`config.mk`:
```
export PLATFORM = sky130hd
export DESIGN_NAME = sbs_smbus_status_unit
export DESIGN_NICKNAME = d
export VERILOG_FILES = /design/src/sbs_pkg.sv /design/src/sbs_smbus_status_unit.sv
export SDC_FILE = /design/constraint.sdc
export NUM_CORES = 1
export LEC_CHECK = 0
export BUFFER_PORTS_ARGS = -buffer_cell sky130_fd_sc_hd__buf_2
export CORE_MARGIN = 1
export CORE_UTILIZATION = 50
export DETAILED_ROUTE_END_ITERATION = 8
export GPL_ROUTABILITY_DRIVEN = 0
export GPL_TIMING_DRIVEN = 0
export PLACE_DENSITY = 0.8
export SYNTH_ARGS = -nofsm -noshare
export SYNTH_HDL_FRONTEND = slang
export SYNTH_SLANG_ARGS = --single-unit
```
`constraint.sdc`:
```
create_clock -name pclk -period 2.6 [get_ports pclk]
set_input_delay 0.52 -clock pclk [delete_from_list [all_inputs] [get_ports pclk]]
set_output_delay 0.52 -clock pclk [all_outputs]
set_load 0.05 [all_outputs]
```
`src/sbs_pkg.sv`:
```
package sbs_pkg;
	// Overview of operation
	// RQ1: Status code held in upper five bits.
	// RQ2: Code valid only while event flag set.
	// RQ3: Low three bits read zero when flagged.
	// RQ4: Software never writes the status register.
	// RQ5: Reset and idle code 0xF8, no flag.
	// RQ6: Master start 0x08, repeated start 0x10.
	// RQ7: Write address sent: ack 0x18, nack 0x20.
	// RQ8: Master data sent: ack 0x28, nack 0x30.
	// RQ9: Arbitration lost 0x38; addressed 0x68, 0x78.
	// RQ10: Lost arbitration, own read address 0xB0.
	// RQ11: Read address sent: ack 0x40, nack 0x48.
	// RQ12: Master receive: ack 0x50, nack 0x58.
	// RQ13: Own write address acknowledged gives 0x60.
	// RQ14: General call acknowledged gives 0x70.
	// RQ15: Slave data received: ack 0x80, nack 0x88.
	// RQ16: General call data: ack 0x90, nack 0x98.
	// RQ17: Stop or repeated start as slave 0xA0.
	// RQ18: Slave transmit: 0xA8, then 0xB8 or 0xC0.
	// RQ19: Last byte acked with assert clear 0xC8.
	// RQ20: Clock high too long gives 0xD0.
	// RQ21: Misplaced start or stop gives 0x00.
	// RQ22: Software sets halt request to recover.
	// RQ23: Software sets halt plus begin to poll.
	// RQ24: Event flag set by hardware, cleared by software.
	// RQ25: Acknowledge drives data low when assert set.
	// RQ26: Slave halt request acts as received stop.
	// RQ27: Code loads in same cycle as flag.

	// ------------------------------------------------
	// Register map and fields
	// ------------------------------------------------
	localparam int ADDR_W = 12;
	localparam logic [7:0] IDX_CTRL = 8'hC0;
	localparam logic [7:0] IDX_CODE = 8'hC1;
	localparam logic [7:0] IDX_DATA = 8'hC2;
	localparam logic [7:0] IDX_ADDR = 8'hC3;
	localparam logic [7:0] IDX_RATE = 8'hCF;
	localparam logic [11:0] A_CTRL = {2'h0, IDX_CTRL, 2'h0};
	localparam logic [11:0] A_CODE = {2'h0, IDX_CODE, 2'h0};
	localparam logic [11:0] A_DATA = {2'h0, IDX_DATA, 2'h0};
	localparam logic [11:0] A_ADDR = {2'h0, IDX_ADDR, 2'h0};
	localparam logic [11:0] A_RATE = {2'h0, IDX_RATE, 2'h0};
	localparam int B_BUSY = 7;
	localparam int B_ENABLE = 6;
	localparam int B_BEGIN = 5;
	localparam int B_HALT = 4;
	localparam int B_FLAG = 3;
	localparam int B_ACK = 2;
	localparam int B_FREE_TO = 1;
	localparam int B_LOW_TO = 0;

	// ------------------------------------------------
	// Phase codes and timing
	// ------------------------------------------------
	localparam logic [7:0] CODE_START = 8'h08;
	localparam logic [7:0] CODE_RSTART = 8'h10;
	localparam logic [7:0] CODE_MT_ADR_ACK = 8'h18;
	localparam logic [7:0] CODE_MT_ADR_NACK = 8'h20;
	localparam logic [7:0] CODE_MT_DAT_ACK = 8'h28;
	localparam logic [7:0] CODE_MT_DAT_NACK = 8'h30;
	localparam logic [7:0] CODE_ARB_LOST = 8'h38;
	localparam logic [7:0] CODE_MR_ADR_ACK = 8'h40;
	localparam logic [7:0] CODE_MR_ADR_NACK = 8'h48;
	localparam logic [7:0] CODE_MR_DAT_ACK = 8'h50;
	localparam logic [7:0] CODE_MR_DAT_NACK = 8'h58;
	localparam logic [7:0] CODE_SR_ADR = 8'h60;
	localparam logic [7:0] CODE_SR_ADR_ARB = 8'h68;
	localparam logic [7:0] CODE_SR_GC = 8'h70;
	localparam logic [7:0] CODE_SR_GC_ARB = 8'h78;
	localparam logic [7:0] CODE_SR_DAT_ACK = 8'h80;
	localparam logic [7:0] CODE_SR_DAT_NACK = 8'h88;
	localparam logic [7:0] CODE_SR_GCD_ACK = 8'h90;
	localparam logic [7:0] CODE_SR_GCD_NACK = 8'h98;
	localparam logic [7:0] CODE_SR_STOP = 8'hA0;
	localparam logic [7:0] CODE_TX_ADR = 8'hA8;
	localparam logic [7:0] CODE_TX_ADR_ARB = 8'hB0;
	localparam logic [7:0] CODE_TX_DAT_ACK = 8'hB8;
	localparam logic [7:0] CODE_TX_DAT_NACK = 8'hC0;
	localparam logic [7:0] CODE_TX_LAST_ACK = 8'hC8;
	localparam logic [7:0] CODE_FREE_TO = 8'hD0;
	localparam logic [7:0] CODE_BUS_ERR = 8'h00;
	localparam logic [7:0] CODE_IDLE = 8'hF8;
	localparam logic [3:0] FREE_TICKS = 4'hA;

	// ------------------------------------------------
	// Engine state and register set
	// ------------------------------------------------
	typedef enum logic [4:0] {
		ST_IDLE = 5'b00001,
		ST_START = 5'b00010,
		ST_BYTE = 5'b00100,
		ST_HOLD = 5'b01000,
		ST_STOP = 5'b10000
	} sbs_state_e;

	typedef struct packed {
		sbs_state_e st;
		logic [1:0] step;
		logic scl_a, scl_b, scl_c, sda_a, sda_b, sda_c;
		logic busy, enable, begin_req, halt_req, si, ack_assert, free_to_en, low_to_en;
		logic [4:0] phase_code_bits;
		logic [7:0] shift_byte_reg, own_addr, scl_rate_preset, tmr;
		logic [3:0] ftk, bcnt;
		logic mst, tx, addr_ph, dir, slv, gc, arb, rd, last_nack, rep, ack_rx;
		logic scl_low, sda_low;
		logic [31:0] prdata;
		logic pready, pslverr;
	} sbs_regs_s;

	localparam sbs_regs_s RST = '{st: ST_IDLE, phase_code_bits: CODE_IDLE[7:3], scl_a: 1'h1, scl_b: 1'h1,
		scl_c: 1'h1, sda_a: 1'h1, sda_b: 1'h1, sda_c: 1'h1, default: '0};
endpackage

```
`src/sbs_smbus_status_unit.sv`:
```
`timescale 1ns/1ns
`default_nettype none
module sbs_smbus_status_unit (
	input wire logic pclk,
	input wire logic presetn,
	input wire logic psel,
	input wire logic penable,
	input wire logic pwrite,
	input wire logic [sbs_pkg::ADDR_W-1:0] paddr,
	input wire logic [31:0] pwdata,
	output logic [31:0] prdata,
	output logic pready,
	output logic pslverr,
	input wire logic scl_i,
	output logic scl_o,
	output logic scl_oe,
	input wire logic sda_i,
	output logic sda_o,
	output logic sda_oe,
	output logic event_flag
);
	sbs_pkg::sbs_regs_s q, n;
	logic scl_rise, scl_fall, bus_start, bus_stop, tick, wr;

	// ------------------------------------------------
	// Line events and rate divider
	// ------------------------------------------------
	assign scl_rise = q.scl_b & ~q.scl_c;
	assign scl_fall = ~q.scl_b & q.scl_c;
	assign bus_start = q.scl_b & q.scl_c & q.sda_c & ~q.sda_b;
	assign bus_stop = q.scl_b & q.scl_c & ~q.sda_c & q.sda_b;
	assign tick = q.enable & (q.tmr == 8'hFF);
	assign wr = psel & penable & q.pready & pwrite;

	// Next-state logic
	always_comb begin
		logic ev;
		logic [7:0] ev_code;
		logic [7:0] ctrl;
		logic own_m, gc_m;
		ev = 1'h0;
		ev_code = sbs_pkg::CODE_IDLE;
		ctrl = 8'h00;
		own_m = 1'h0;
		gc_m = 1'h0;
		n = q;
		// Two-stage pin synchronisers, third stage for edges
		n.scl_a = scl_i;
		n.scl_b = q.scl_a;
		n.scl_c = q.scl_b;
		n.sda_a = sda_i;
		n.sda_b = q.sda_a;
		n.sda_c = q.sda_b;
		// Divider preloaded from the rate preset
		n.tmr = tick ? q.scl_rate_preset : q.tmr + 8'h01;
		// Clock-high counter for the free timeout
		if (~q.scl_b | ~q.busy) begin
			n.ftk = 4'h0;
		end else if (tick & (q.ftk != sbs_pkg::FREE_TICKS)) begin
			n.ftk = q.ftk + 4'h1;
		end
		if (bus_start) begin
			n.busy = 1'h1;
		end
		if (bus_stop) begin
			n.busy = 1'h0;
			n.halt_req = 1'h0;
		end

		// APB read data and error in the setup cycle
		ctrl[sbs_pkg::B_BUSY] = q.busy;
		ctrl[sbs_pkg::B_ENABLE] = q.enable;
		ctrl[sbs_pkg::B_BEGIN] = q.begin_req;
		ctrl[sbs_pkg::B_HALT] = q.halt_req;
		ctrl[sbs_pkg::B_FLAG] = q.si;
		ctrl[sbs_pkg::B_ACK] = q.ack_assert;
		ctrl[sbs_pkg::B_FREE_TO] = q.free_to_en;
		ctrl[sbs_pkg::B_LOW_TO] = q.low_to_en;
		n.pready = psel & ~penable;
		n.pslverr = 1'h0;
		if (psel & ~penable) begin
			n.prdata = 32'h0;
			case (paddr)
				sbs_pkg::A_CTRL: n.prdata[7:0] = ctrl;
				sbs_pkg::A_CODE: n.prdata[7:0] = {q.phase_code_bits, 3'h0}; // RQ1 RQ3
				sbs_pkg::A_DATA: n.prdata[7:0] = q.shift_byte_reg;
				sbs_pkg::A_ADDR: n.prdata[7:0] = q.own_addr;
				sbs_pkg::A_RATE: n.prdata[7:0] = q.scl_rate_preset;
				default: n.pslverr = 1'h1;
			endcase
		end
		// APB writes on the access edge; the status code is read-only
		if (wr) begin
			case (paddr)
				sbs_pkg::A_CTRL: begin
					n.enable = pwdata[sbs_pkg::B_ENABLE];
					n.begin_req = pwdata[sbs_pkg::B_BEGIN];
					n.halt_req = pwdata[sbs_pkg::B_HALT];
					n.si = pwdata[sbs_pkg::B_FLAG]; // RQ24
					n.ack_assert = pwdata[sbs_pkg::B_ACK];
					n.free_to_en = pwdata[sbs_pkg::B_FREE_TO];
					n.low_to_en = pwdata[sbs_pkg::B_LOW_TO];
				end
				sbs_pkg::A_DATA: n.shift_byte_reg = pwdata[7:0];
				sbs_pkg::A_ADDR: n.own_addr = pwdata[7:0];
				sbs_pkg::A_RATE: n.scl_rate_preset = pwdata[7:0];
				default: ; // RQ4
			endcase
		end

		// ------------------------------------------------
		// Bus engine
		// ------------------------------------------------
		unique case (q.st)
			sbs_pkg::ST_IDLE: begin
				n.scl_low = 1'h0;
				n.sda_low = 1'h0;
				n.mst = 1'h0;
				n.slv = 1'h0;
				if (q.halt_req) begin
					// Software recovery frees the interface
					n.halt_req = 1'h0; // RQ22
					n.busy = bus_start; // A start in the same cycle still marks the bus busy
				end else if (q.begin_req & ~q.busy) begin
					n.st = sbs_pkg::ST_START;
					n.step = 2'h0;
					n.rep = 1'h0;
				end else if (bus_start) begin
					n.st = sbs_pkg::ST_BYTE;
					n.bcnt = 4'h0;
					n.addr_ph = 1'h1;
					n.tx = 1'h0;
					n.arb = 1'h0;
				end
			end
			sbs_pkg::ST_START: begin
				// Release data, release clock, pull data, pull clock
				unique case (q.step)
					2'h0: begin
						n.sda_low = 1'h0;
						if (tick) begin
							n.scl_low = 1'h0;
							n.step = 2'h1;
						end
					end
					2'h1: if (tick & q.scl_b & q.sda_b) begin
						n.sda_low = 1'h1;
						n.step = 2'h2;
					end
					default: if (tick) begin
						n.scl_low = 1'h1;
						n.step = 2'h0;
						n.st = sbs_pkg::ST_HOLD;
						n.mst = 1'h1;
						n.slv = 1'h0;
						n.tx = 1'h1;
						n.addr_ph = 1'h1;
						n.arb = 1'h0;
						n.bcnt = 4'h0;
						ev = 1'h1;
						ev_code = q.rep ? sbs_pkg::CODE_RSTART : sbs_pkg::CODE_START; // RQ6
					end
				endcase
			end
			sbs_pkg::ST_HOLD: begin
				// Clock held low until software clears the event flag
				n.scl_low = 1'h1;
				if (~q.si) begin
					if (q.halt_req & q.mst) begin
						n.st = sbs_pkg::ST_STOP;
						n.step = 2'h0;
					end else if (q.halt_req) begin
						n.halt_req = 1'h0; // RQ26
						n.slv = 1'h0;
						n.scl_low = 1'h0;
						n.st = sbs_pkg::ST_IDLE;
					end else if (q.begin_req & q.mst) begin
						n.st = sbs_pkg::ST_START;
						n.step = 2'h0;
						n.rep = 1'h1;
					end else begin
						n.st = sbs_pkg::ST_BYTE;
						n.bcnt = 4'h0;
						n.sda_low = q.tx & ~q.shift_byte_reg[7];
						n.last_nack = ~q.ack_assert;
						if (q.mst & q.addr_ph) begin
							n.dir = q.shift_byte_reg[0];
						end
						if (~q.mst) begin
							n.scl_low = 1'h0;
						end
					end
				end
			end
			sbs_pkg::ST_STOP: begin
				// Pull data, release clock, release data
				unique case (q.step)
					2'h0: begin
						n.sda_low = 1'h1;
						if (tick) begin
							n.scl_low = 1'h0;
							n.step = 2'h1;
						end
					end
					2'h1: if (tick & q.scl_b) begin
						n.sda_low = 1'h0;
						n.step = 2'h2;
					end
					default: if (tick) begin
						n.halt_req = 1'h0;
						n.mst = 1'h0;
						n.step = 2'h0;
						n.rep = 1'h0;
						n.st = q.begin_req ? sbs_pkg::ST_START : sbs_pkg::ST_IDLE;
					end
				endcase
			end
			default: begin
				// Master clock generation, waiting while stretched
				if (q.mst) begin
					if (tick & q.scl_low) begin
						n.scl_low = 1'h0;
					end else if (tick & q.scl_b) begin
						n.scl_low = 1'h1;
					end
					if (~q.scl_low & ~q.scl_b) begin
						n.tmr = q.scl_rate_preset;
					end
				end
				if (scl_rise) begin
					if (q.bcnt == 4'h8) begin
						n.ack_rx = ~q.sda_b;
					end else begin
						n.shift_byte_reg = {q.shift_byte_reg[6:0], q.sda_b};
						if (q.mst & q.tx & ~q.sda_low & ~q.sda_b) begin
							n.mst = 1'h0;
							n.scl_low = 1'h0;
							n.arb = 1'h1;
							n.tx = 1'h0;
							if (~q.addr_ph) begin
								ev = 1'h1;
								ev_code = sbs_pkg::CODE_ARB_LOST; // RQ9
								n.st = sbs_pkg::ST_IDLE;
							end
						end
					end
				end else if (scl_fall & (q.bcnt != 4'h8)) begin
					n.bcnt = q.bcnt + 4'h1;
					if (q.bcnt != 4'h7) begin
						n.sda_low = q.tx & ~q.shift_byte_reg[7];
					end else if (q.tx) begin
						n.sda_low = 1'h0;
					end else if (q.mst | q.slv) begin
						n.sda_low = q.ack_assert; // RQ25 RQ12
					end else begin
						own_m = q.shift_byte_reg[7:1] == q.own_addr[7:1];
						gc_m = (q.shift_byte_reg == 8'h00) & q.own_addr[0];
						n.sda_low = q.ack_assert & (own_m | gc_m); // RQ25
						n.slv = q.ack_assert & (own_m | gc_m);
						n.gc = ~own_m;
						n.rd = own_m & q.shift_byte_reg[0];
					end
				end else if (scl_fall) begin
					// Byte and acknowledge complete
					n.bcnt = 4'h0;
					n.sda_low = 1'h0;
					n.addr_ph = 1'h0;
					n.st = sbs_pkg::ST_HOLD;
					n.scl_low = 1'h1;
					ev = 1'h1;
					if (q.mst & q.addr_ph) begin
						n.tx = ~q.dir;
						if (q.dir) begin
							ev_code = q.ack_rx ? sbs_pkg::CODE_MR_ADR_ACK : sbs_pkg::CODE_MR_ADR_NACK; // RQ11
						end else begin
							ev_code = q.ack_rx ? sbs_pkg::CODE_MT_ADR_ACK : sbs_pkg::CODE_MT_ADR_NACK; // RQ7
						end
					end else if (q.mst & q.tx) begin
						ev_code = q.ack_rx ? sbs_pkg::CODE_MT_DAT_ACK : sbs_pkg::CODE_MT_DAT_NACK; // RQ8
					end else if (q.mst) begin
						ev_code = q.ack_rx ? sbs_pkg::CODE_MR_DAT_ACK : sbs_pkg::CODE_MR_DAT_NACK; // RQ12
					end else if (q.slv & q.addr_ph) begin
						n.tx = q.rd;
						if (q.rd) begin
							ev_code = q.arb ? sbs_pkg::CODE_TX_ADR_ARB : sbs_pkg::CODE_TX_ADR; // RQ10 RQ18
						end else if (q.gc) begin
							ev_code = q.arb ? sbs_pkg::CODE_SR_GC_ARB : sbs_pkg::CODE_SR_GC; // RQ9 RQ14
						end else begin
							ev_code = q.arb ? sbs_pkg::CODE_SR_ADR_ARB : sbs_pkg::CODE_SR_ADR; // RQ9 RQ13
						end
					end else if (q.slv & q.tx) begin
						if (~q.ack_rx) begin
							ev_code = sbs_pkg::CODE_TX_DAT_NACK; // RQ18
						end else if (q.last_nack) begin
							ev_code = sbs_pkg::CODE_TX_LAST_ACK; // RQ19
						end else begin
							ev_code = sbs_pkg::CODE_TX_DAT_ACK; // RQ18
						end
						if (~q.ack_rx | q.last_nack) begin
							n.slv = 1'h0;
							n.tx = 1'h0;
							n.scl_low = 1'h0;
							n.st = sbs_pkg::ST_IDLE;
						end
					end else if (q.slv) begin
						if (q.gc) begin
							ev_code = q.ack_rx ? sbs_pkg::CODE_SR_GCD_ACK : sbs_pkg::CODE_SR_GCD_NACK; // RQ16
						end else begin
							ev_code = q.ack_rx ? sbs_pkg::CODE_SR_DAT_ACK : sbs_pkg::CODE_SR_DAT_NACK; // RQ15
						end
						if (~q.ack_rx) begin
							n.slv = 1'h0;
							n.scl_low = 1'h0;
							n.st = sbs_pkg::ST_IDLE;
						end
					end else begin
						// Not addressed: silent unless arbitration was lost
						ev = q.arb;
						ev_code = sbs_pkg::CODE_ARB_LOST; // RQ9
						n.scl_low = 1'h0;
						n.st = sbs_pkg::ST_IDLE;
					end
				end
			end
		endcase

		// Start or stop seen on the bus during a transfer
		if (((q.st == sbs_pkg::ST_BYTE) || (q.st == sbs_pkg::ST_HOLD)) & (bus_start | bus_stop)) begin
			if ((q.mst | q.slv) & (q.bcnt != 4'h0)) begin
				ev = 1'h1;
				ev_code = sbs_pkg::CODE_BUS_ERR; // RQ21
				n.st = sbs_pkg::ST_IDLE;
			end else if (q.slv) begin
				ev = 1'h1;
				ev_code = sbs_pkg::CODE_SR_STOP; // RQ17
				n.st = bus_start ? sbs_pkg::ST_BYTE : sbs_pkg::ST_IDLE;
			end else if (~q.mst) begin
				n.st = bus_start ? sbs_pkg::ST_BYTE : sbs_pkg::ST_IDLE;
			end
			if (~q.mst | (q.bcnt != 4'h0)) begin
				n.mst = 1'h0;
				n.slv = 1'h0;
				n.tx = 1'h0;
				n.arb = 1'h0;
				n.addr_ph = 1'h1;
				n.bcnt = 4'h0;
				n.scl_low = 1'h0;
				n.sda_low = 1'h0;
			end
		end
		// Clock held high too long while the bus is busy
		if (tick & q.free_to_en & q.busy & q.scl_b & (q.ftk == sbs_pkg::FREE_TICKS - 4'h1)
			& (q.st != sbs_pkg::ST_START) & (q.st != sbs_pkg::ST_STOP)) begin
			ev = 1'h1;
			ev_code = sbs_pkg::CODE_FREE_TO; // RQ20
			n.st = sbs_pkg::ST_IDLE;
			n.mst = 1'h0;
			n.slv = 1'h0;
			n.scl_low = 1'h0;
			n.sda_low = 1'h0;
		end
		// Disabled interface releases the bus
		if (~q.enable) begin
			ev = 1'h0;
			n.st = sbs_pkg::ST_IDLE;
			n.mst = 1'h0;
			n.slv = 1'h0;
			n.busy = 1'h0;
			n.scl_low = 1'h0;
			n.sda_low = 1'h0;
		end
		// Flag set wins over a software clear; code loads with it
		if (ev) begin
			n.si = 1'h1; // RQ24 RQ2
			n.phase_code_bits = ev_code[7:3]; // RQ27 RQ1 RQ3
		end else if ((n.st == sbs_pkg::ST_IDLE) & ~n.si) begin
			n.phase_code_bits = sbs_pkg::CODE_IDLE[7:3]; // RQ5
		end
	end

	// State register
	always_ff @(posedge pclk or negedge presetn) begin
		if (!presetn) begin
			q <= sbs_pkg::RST; // RQ5
		end else begin
			q <= n;
		end
	end

	// Outputs straight from the state register; scl_o and sda_o tied low
	assign prdata = q.prdata;
	assign pready = q.pready;
	assign pslverr = q.pslverr;
	assign scl_o = 1'h0;
	assign scl_oe = q.scl_low;
	assign sda_o = 1'h0;
	assign sda_oe = q.sda_low;
	assign event_flag = q.si;
endmodule
`default_nettype wire

```
==> run summary <==
outcome: finished clean
Synth Area in Simple Gates: 21.3%
highest metal used: met4
Worst Setup SP: n[103]$_DFF_PN1_
vias in the first global route: 4,842
RR Startpoint: n[103]$_DFF_PN1_
Setup WS post-layout: 0.0614 ns
RSZ-0062 raised after global routing: false
VDD IR max: 0.244 mV
Yosys warnings: 0
FP Rows: 38
Avg WL per Cell: 17.9 um
final WL: 14,900 um
DP Worst Slack: -0.343 ns
XOR/XNOR share of the synthesized area: 3.16%
setup violators final: 0
IO buf count: 39
DP Cell Count: 814
Synth Area in Compound Gates: 18.6%
Pwr Density: 417 nW/um^2
starting density of the core: 51.1%
I/O pin count: 90
Synth Area in Adders: 1.81%
fin util: 58.2%
max-slew violations: 0
Setup CP Type: flip-flop to flip-flop
layout cells sized above 1: 23.1%
main combinational cell family by area after synthesis: simple AND/OR/NAND/NOR gates
Mapped Cells: 609
fmax: 394 MHz
pin count of the biggest net entering global routing: 67
WL met2: 7160 um
Tmin final: 2.54 ns
max_slew headroom: 27.9%
sequential fraction of the synthesis area: 40.5%
grt total ovfl: 0
FF-to-FF setup slack: 0.06 ns
Cell Area, Synth: 5540 um^2
Antenna Nets Post-Route: 0
critical path arrival: 2.80 ns
Die Span Y: 107 um
Hold Slack: 0.0351 ns
Die W: 107 um
final period utilization: 97.6%
cells on worst reg2reg path: 8
FFs w/ async S/R, synth: 100%
worst-margin pin slew: 1.07 ns
Netlist cell types: 69
mux cell area share after synthesis: 7.16%
Global Route Usage Sum: 27.4%
design area: 6310 um^2
metal3 WL: 1310 um
vias per inst: 6.15
initial antenna violation count: 0
Core ar.: 10,800 um^2
DRC: 0
TritonCTS buffer count: 9
critical path startpoint category: flip-flop
LEAKAGE: 2.71 nW
CP Capture Point: q[48]$_DFF_PN0_
worst-case clock skew: 0.00899 ns
Cell Area, Placed: 6030 um^2
number of flops mapped to enable cells by yosys: 0
crit end category: flip-flop
synthesized area per cell: 9.10 um^2
Reg clk slew, reported paths: 0.10 ns
CP required: 2.86 ns
Worst-Skew Late Latency: 0.38 ns
Hold Crit Class: primary input to async pin
top_reg_cell synth: dfrtp_1
Seq cells post-synth: 89
CTS tree: done
First-pass DRT Iterations: 6
fin nets: 748
HPWL after DPL: 11,100 um
M1 WL: 5820 um
fin cells: 834
filler cell count: 953
via count: 5,130
crit path max fanout: 10
Clock Sinks: 89
initial DRC count: 497
Root Driver: clkbuf_8
die area: 11,500 um^2
clk buf depth: 2
CTS H-tree lvls: 3
final hold vios: 0
Area Overhead vs Synth: 13.9%
ant diodes: 0
max-capacitance violation count: 0
first-pass GRT wire length: 24,300 um
reg-to-reg critical path endpoint: q[48]$_DFF_PN0_
-- registers in the layout, indices dropped and copies added (netlist names) --
register,flops
scl_oe,1
n,4
pslverr,1
prdata,8
pready,1
sda_oe,1
q,72
event_flag,1
-- worst max-delay path, stage by stage (launching register included) --
cell	delay [ns]
dfstp_2	0.56
buf_2	0.22
nand4b_1	0.29
o311ai_1	0.50
o211ai_1	0.27
nor2_1	0.21
o21ai_1	0.12
a22oi_1	0.21
nor2_1	0.06
-- repair_timing --
item                       in CTS  in global routing
setup buffers                   0                  5
hold buffers                    0                  0
pin swaps                       0                  2
gates resized for setup         1                 12
setup endpoints to repair       7                 16
-- area by class of cell --
class,count,area (um^2),area share (%)
buffer,55,349,5.53
clock buffer,10,138,2.18
clock inverter,6,53.8,0.853
inverter,17,63.8,1.01
multi-input combinational,472,3020,47.9
sequential,89,2240,35.6
tap,140,175,2.78
timing repair buffer,45,263,4.17
-- per-layer routing --
metal,vias to the layer above,GRT usage [%]
li1,2326,-
met1,2441,35.0
met2,295,43.4
met3,68,6.90
met4,0,13.1
met5,-,0
-- how the worst min path moves through the flow --
stage                          start                   end  slack [ns]  cells past startpoint
floorplan                    presetn  event_flag$_DFF_PN0_        0.22                      0
global placement    n[104]$_DFF_PN1_      n[103]$_DFF_PN1_        0.35                      0
detailed placement  n[101]$_DFF_PN1_      n[100]$_DFF_PN1_        0.35                      0
CTS                          presetn     q[36]$_DFFE_PN0P_        0.04                      1
global route                 presetn     q[36]$_DFFE_PN0P_        0.05                      1
finish                       presetn     q[36]$_DFFE_PN0P_        0.04                      1
-- cells in the mapped netlist (8+ instances only) --
master	number	area share, %
dfrtp_1	77	35
nor2_1	63	4.3
nand2_1	52	3.5
a21oi_1	39	3.5
buf_4	34	4.6
o21ai_0	31	2.8
nand3_1	21	1.9
mux2_2	20	4.1
a31oi_1	16	1.8
inv_1	16	1.1
mux2i_1	16	2.9
clkbuf_1	13	0.88
dfstp_2	12	5.7
a22oi_1	11	1.5
xnor2_1	10	1.6
xor2_1	10	1.6
buf_2	9	0.81
nor3_1	9	0.81
ha_1	8	1.8
nand4_1	8	0.90
nor2b_1	8	0.90
-- power by group --
group | internal [W] | switching (W) | leakage (nW) | total [W]
sequential | 0.00140 | 0.00000961 | 1.12 | 0.00141
clock | 0.000394 | 0.000545 | 0.0962 | 0.000939
combinational | 0.0000803 | 0.000202 | 1.49 | 0.000282
total | 0.00188 | 0.000757 | 2.71 | 0.00263
-- cell usage in the layout, fill, tap and decap left out, drive strengths merged, types with 4 or more instances in the layout --
cell and count:
dfrtp 77, a22oi 11, a221oi 7, xor2 10, a31oi 16, ha 8
a21o 4, nand3 21, o22ai 6, nor4 7, and3 6, and2 6
buf 87, xnor2 10, clkbuf 23, nor2b 8, nor3b 8, nand4 8
a311oi 5, conb 26, nor3 11, inv 22, o21ai 33, dfstp 12
mux2i 16, nor2 64, or3 6, a21oi 39, a211oi 7, nand3b 5
nand2b 6, o31ai 4, nand2 53, mux2 21
-- cell families after synthesis --
| family | after synthesis |
|---|---|
| other | 1 |
| and+or+nand+nor | 223 |
| DFF | 89 |
| buffers and inverters | 73 |
| xor gates and xnor gates | 20 |
| adders and majority gates | 8 |
| AOI/OAI and AO/OA | 158 |
| muxes | 37 |
-- through the flow --
step / total power, W / TNS [ns]
3_3_place_gp: 0.00171 / -1.15
2_1_floorplan: 0.00164 / 0
6_report: 0.00263 / 0
3_5_place_dp: 0.00172 / -1.68
5_1_grt: 0.00274 / 0
4_1_cts: 0.00265 / 0
Note: power is estimated with default switching activity, not from simulation.
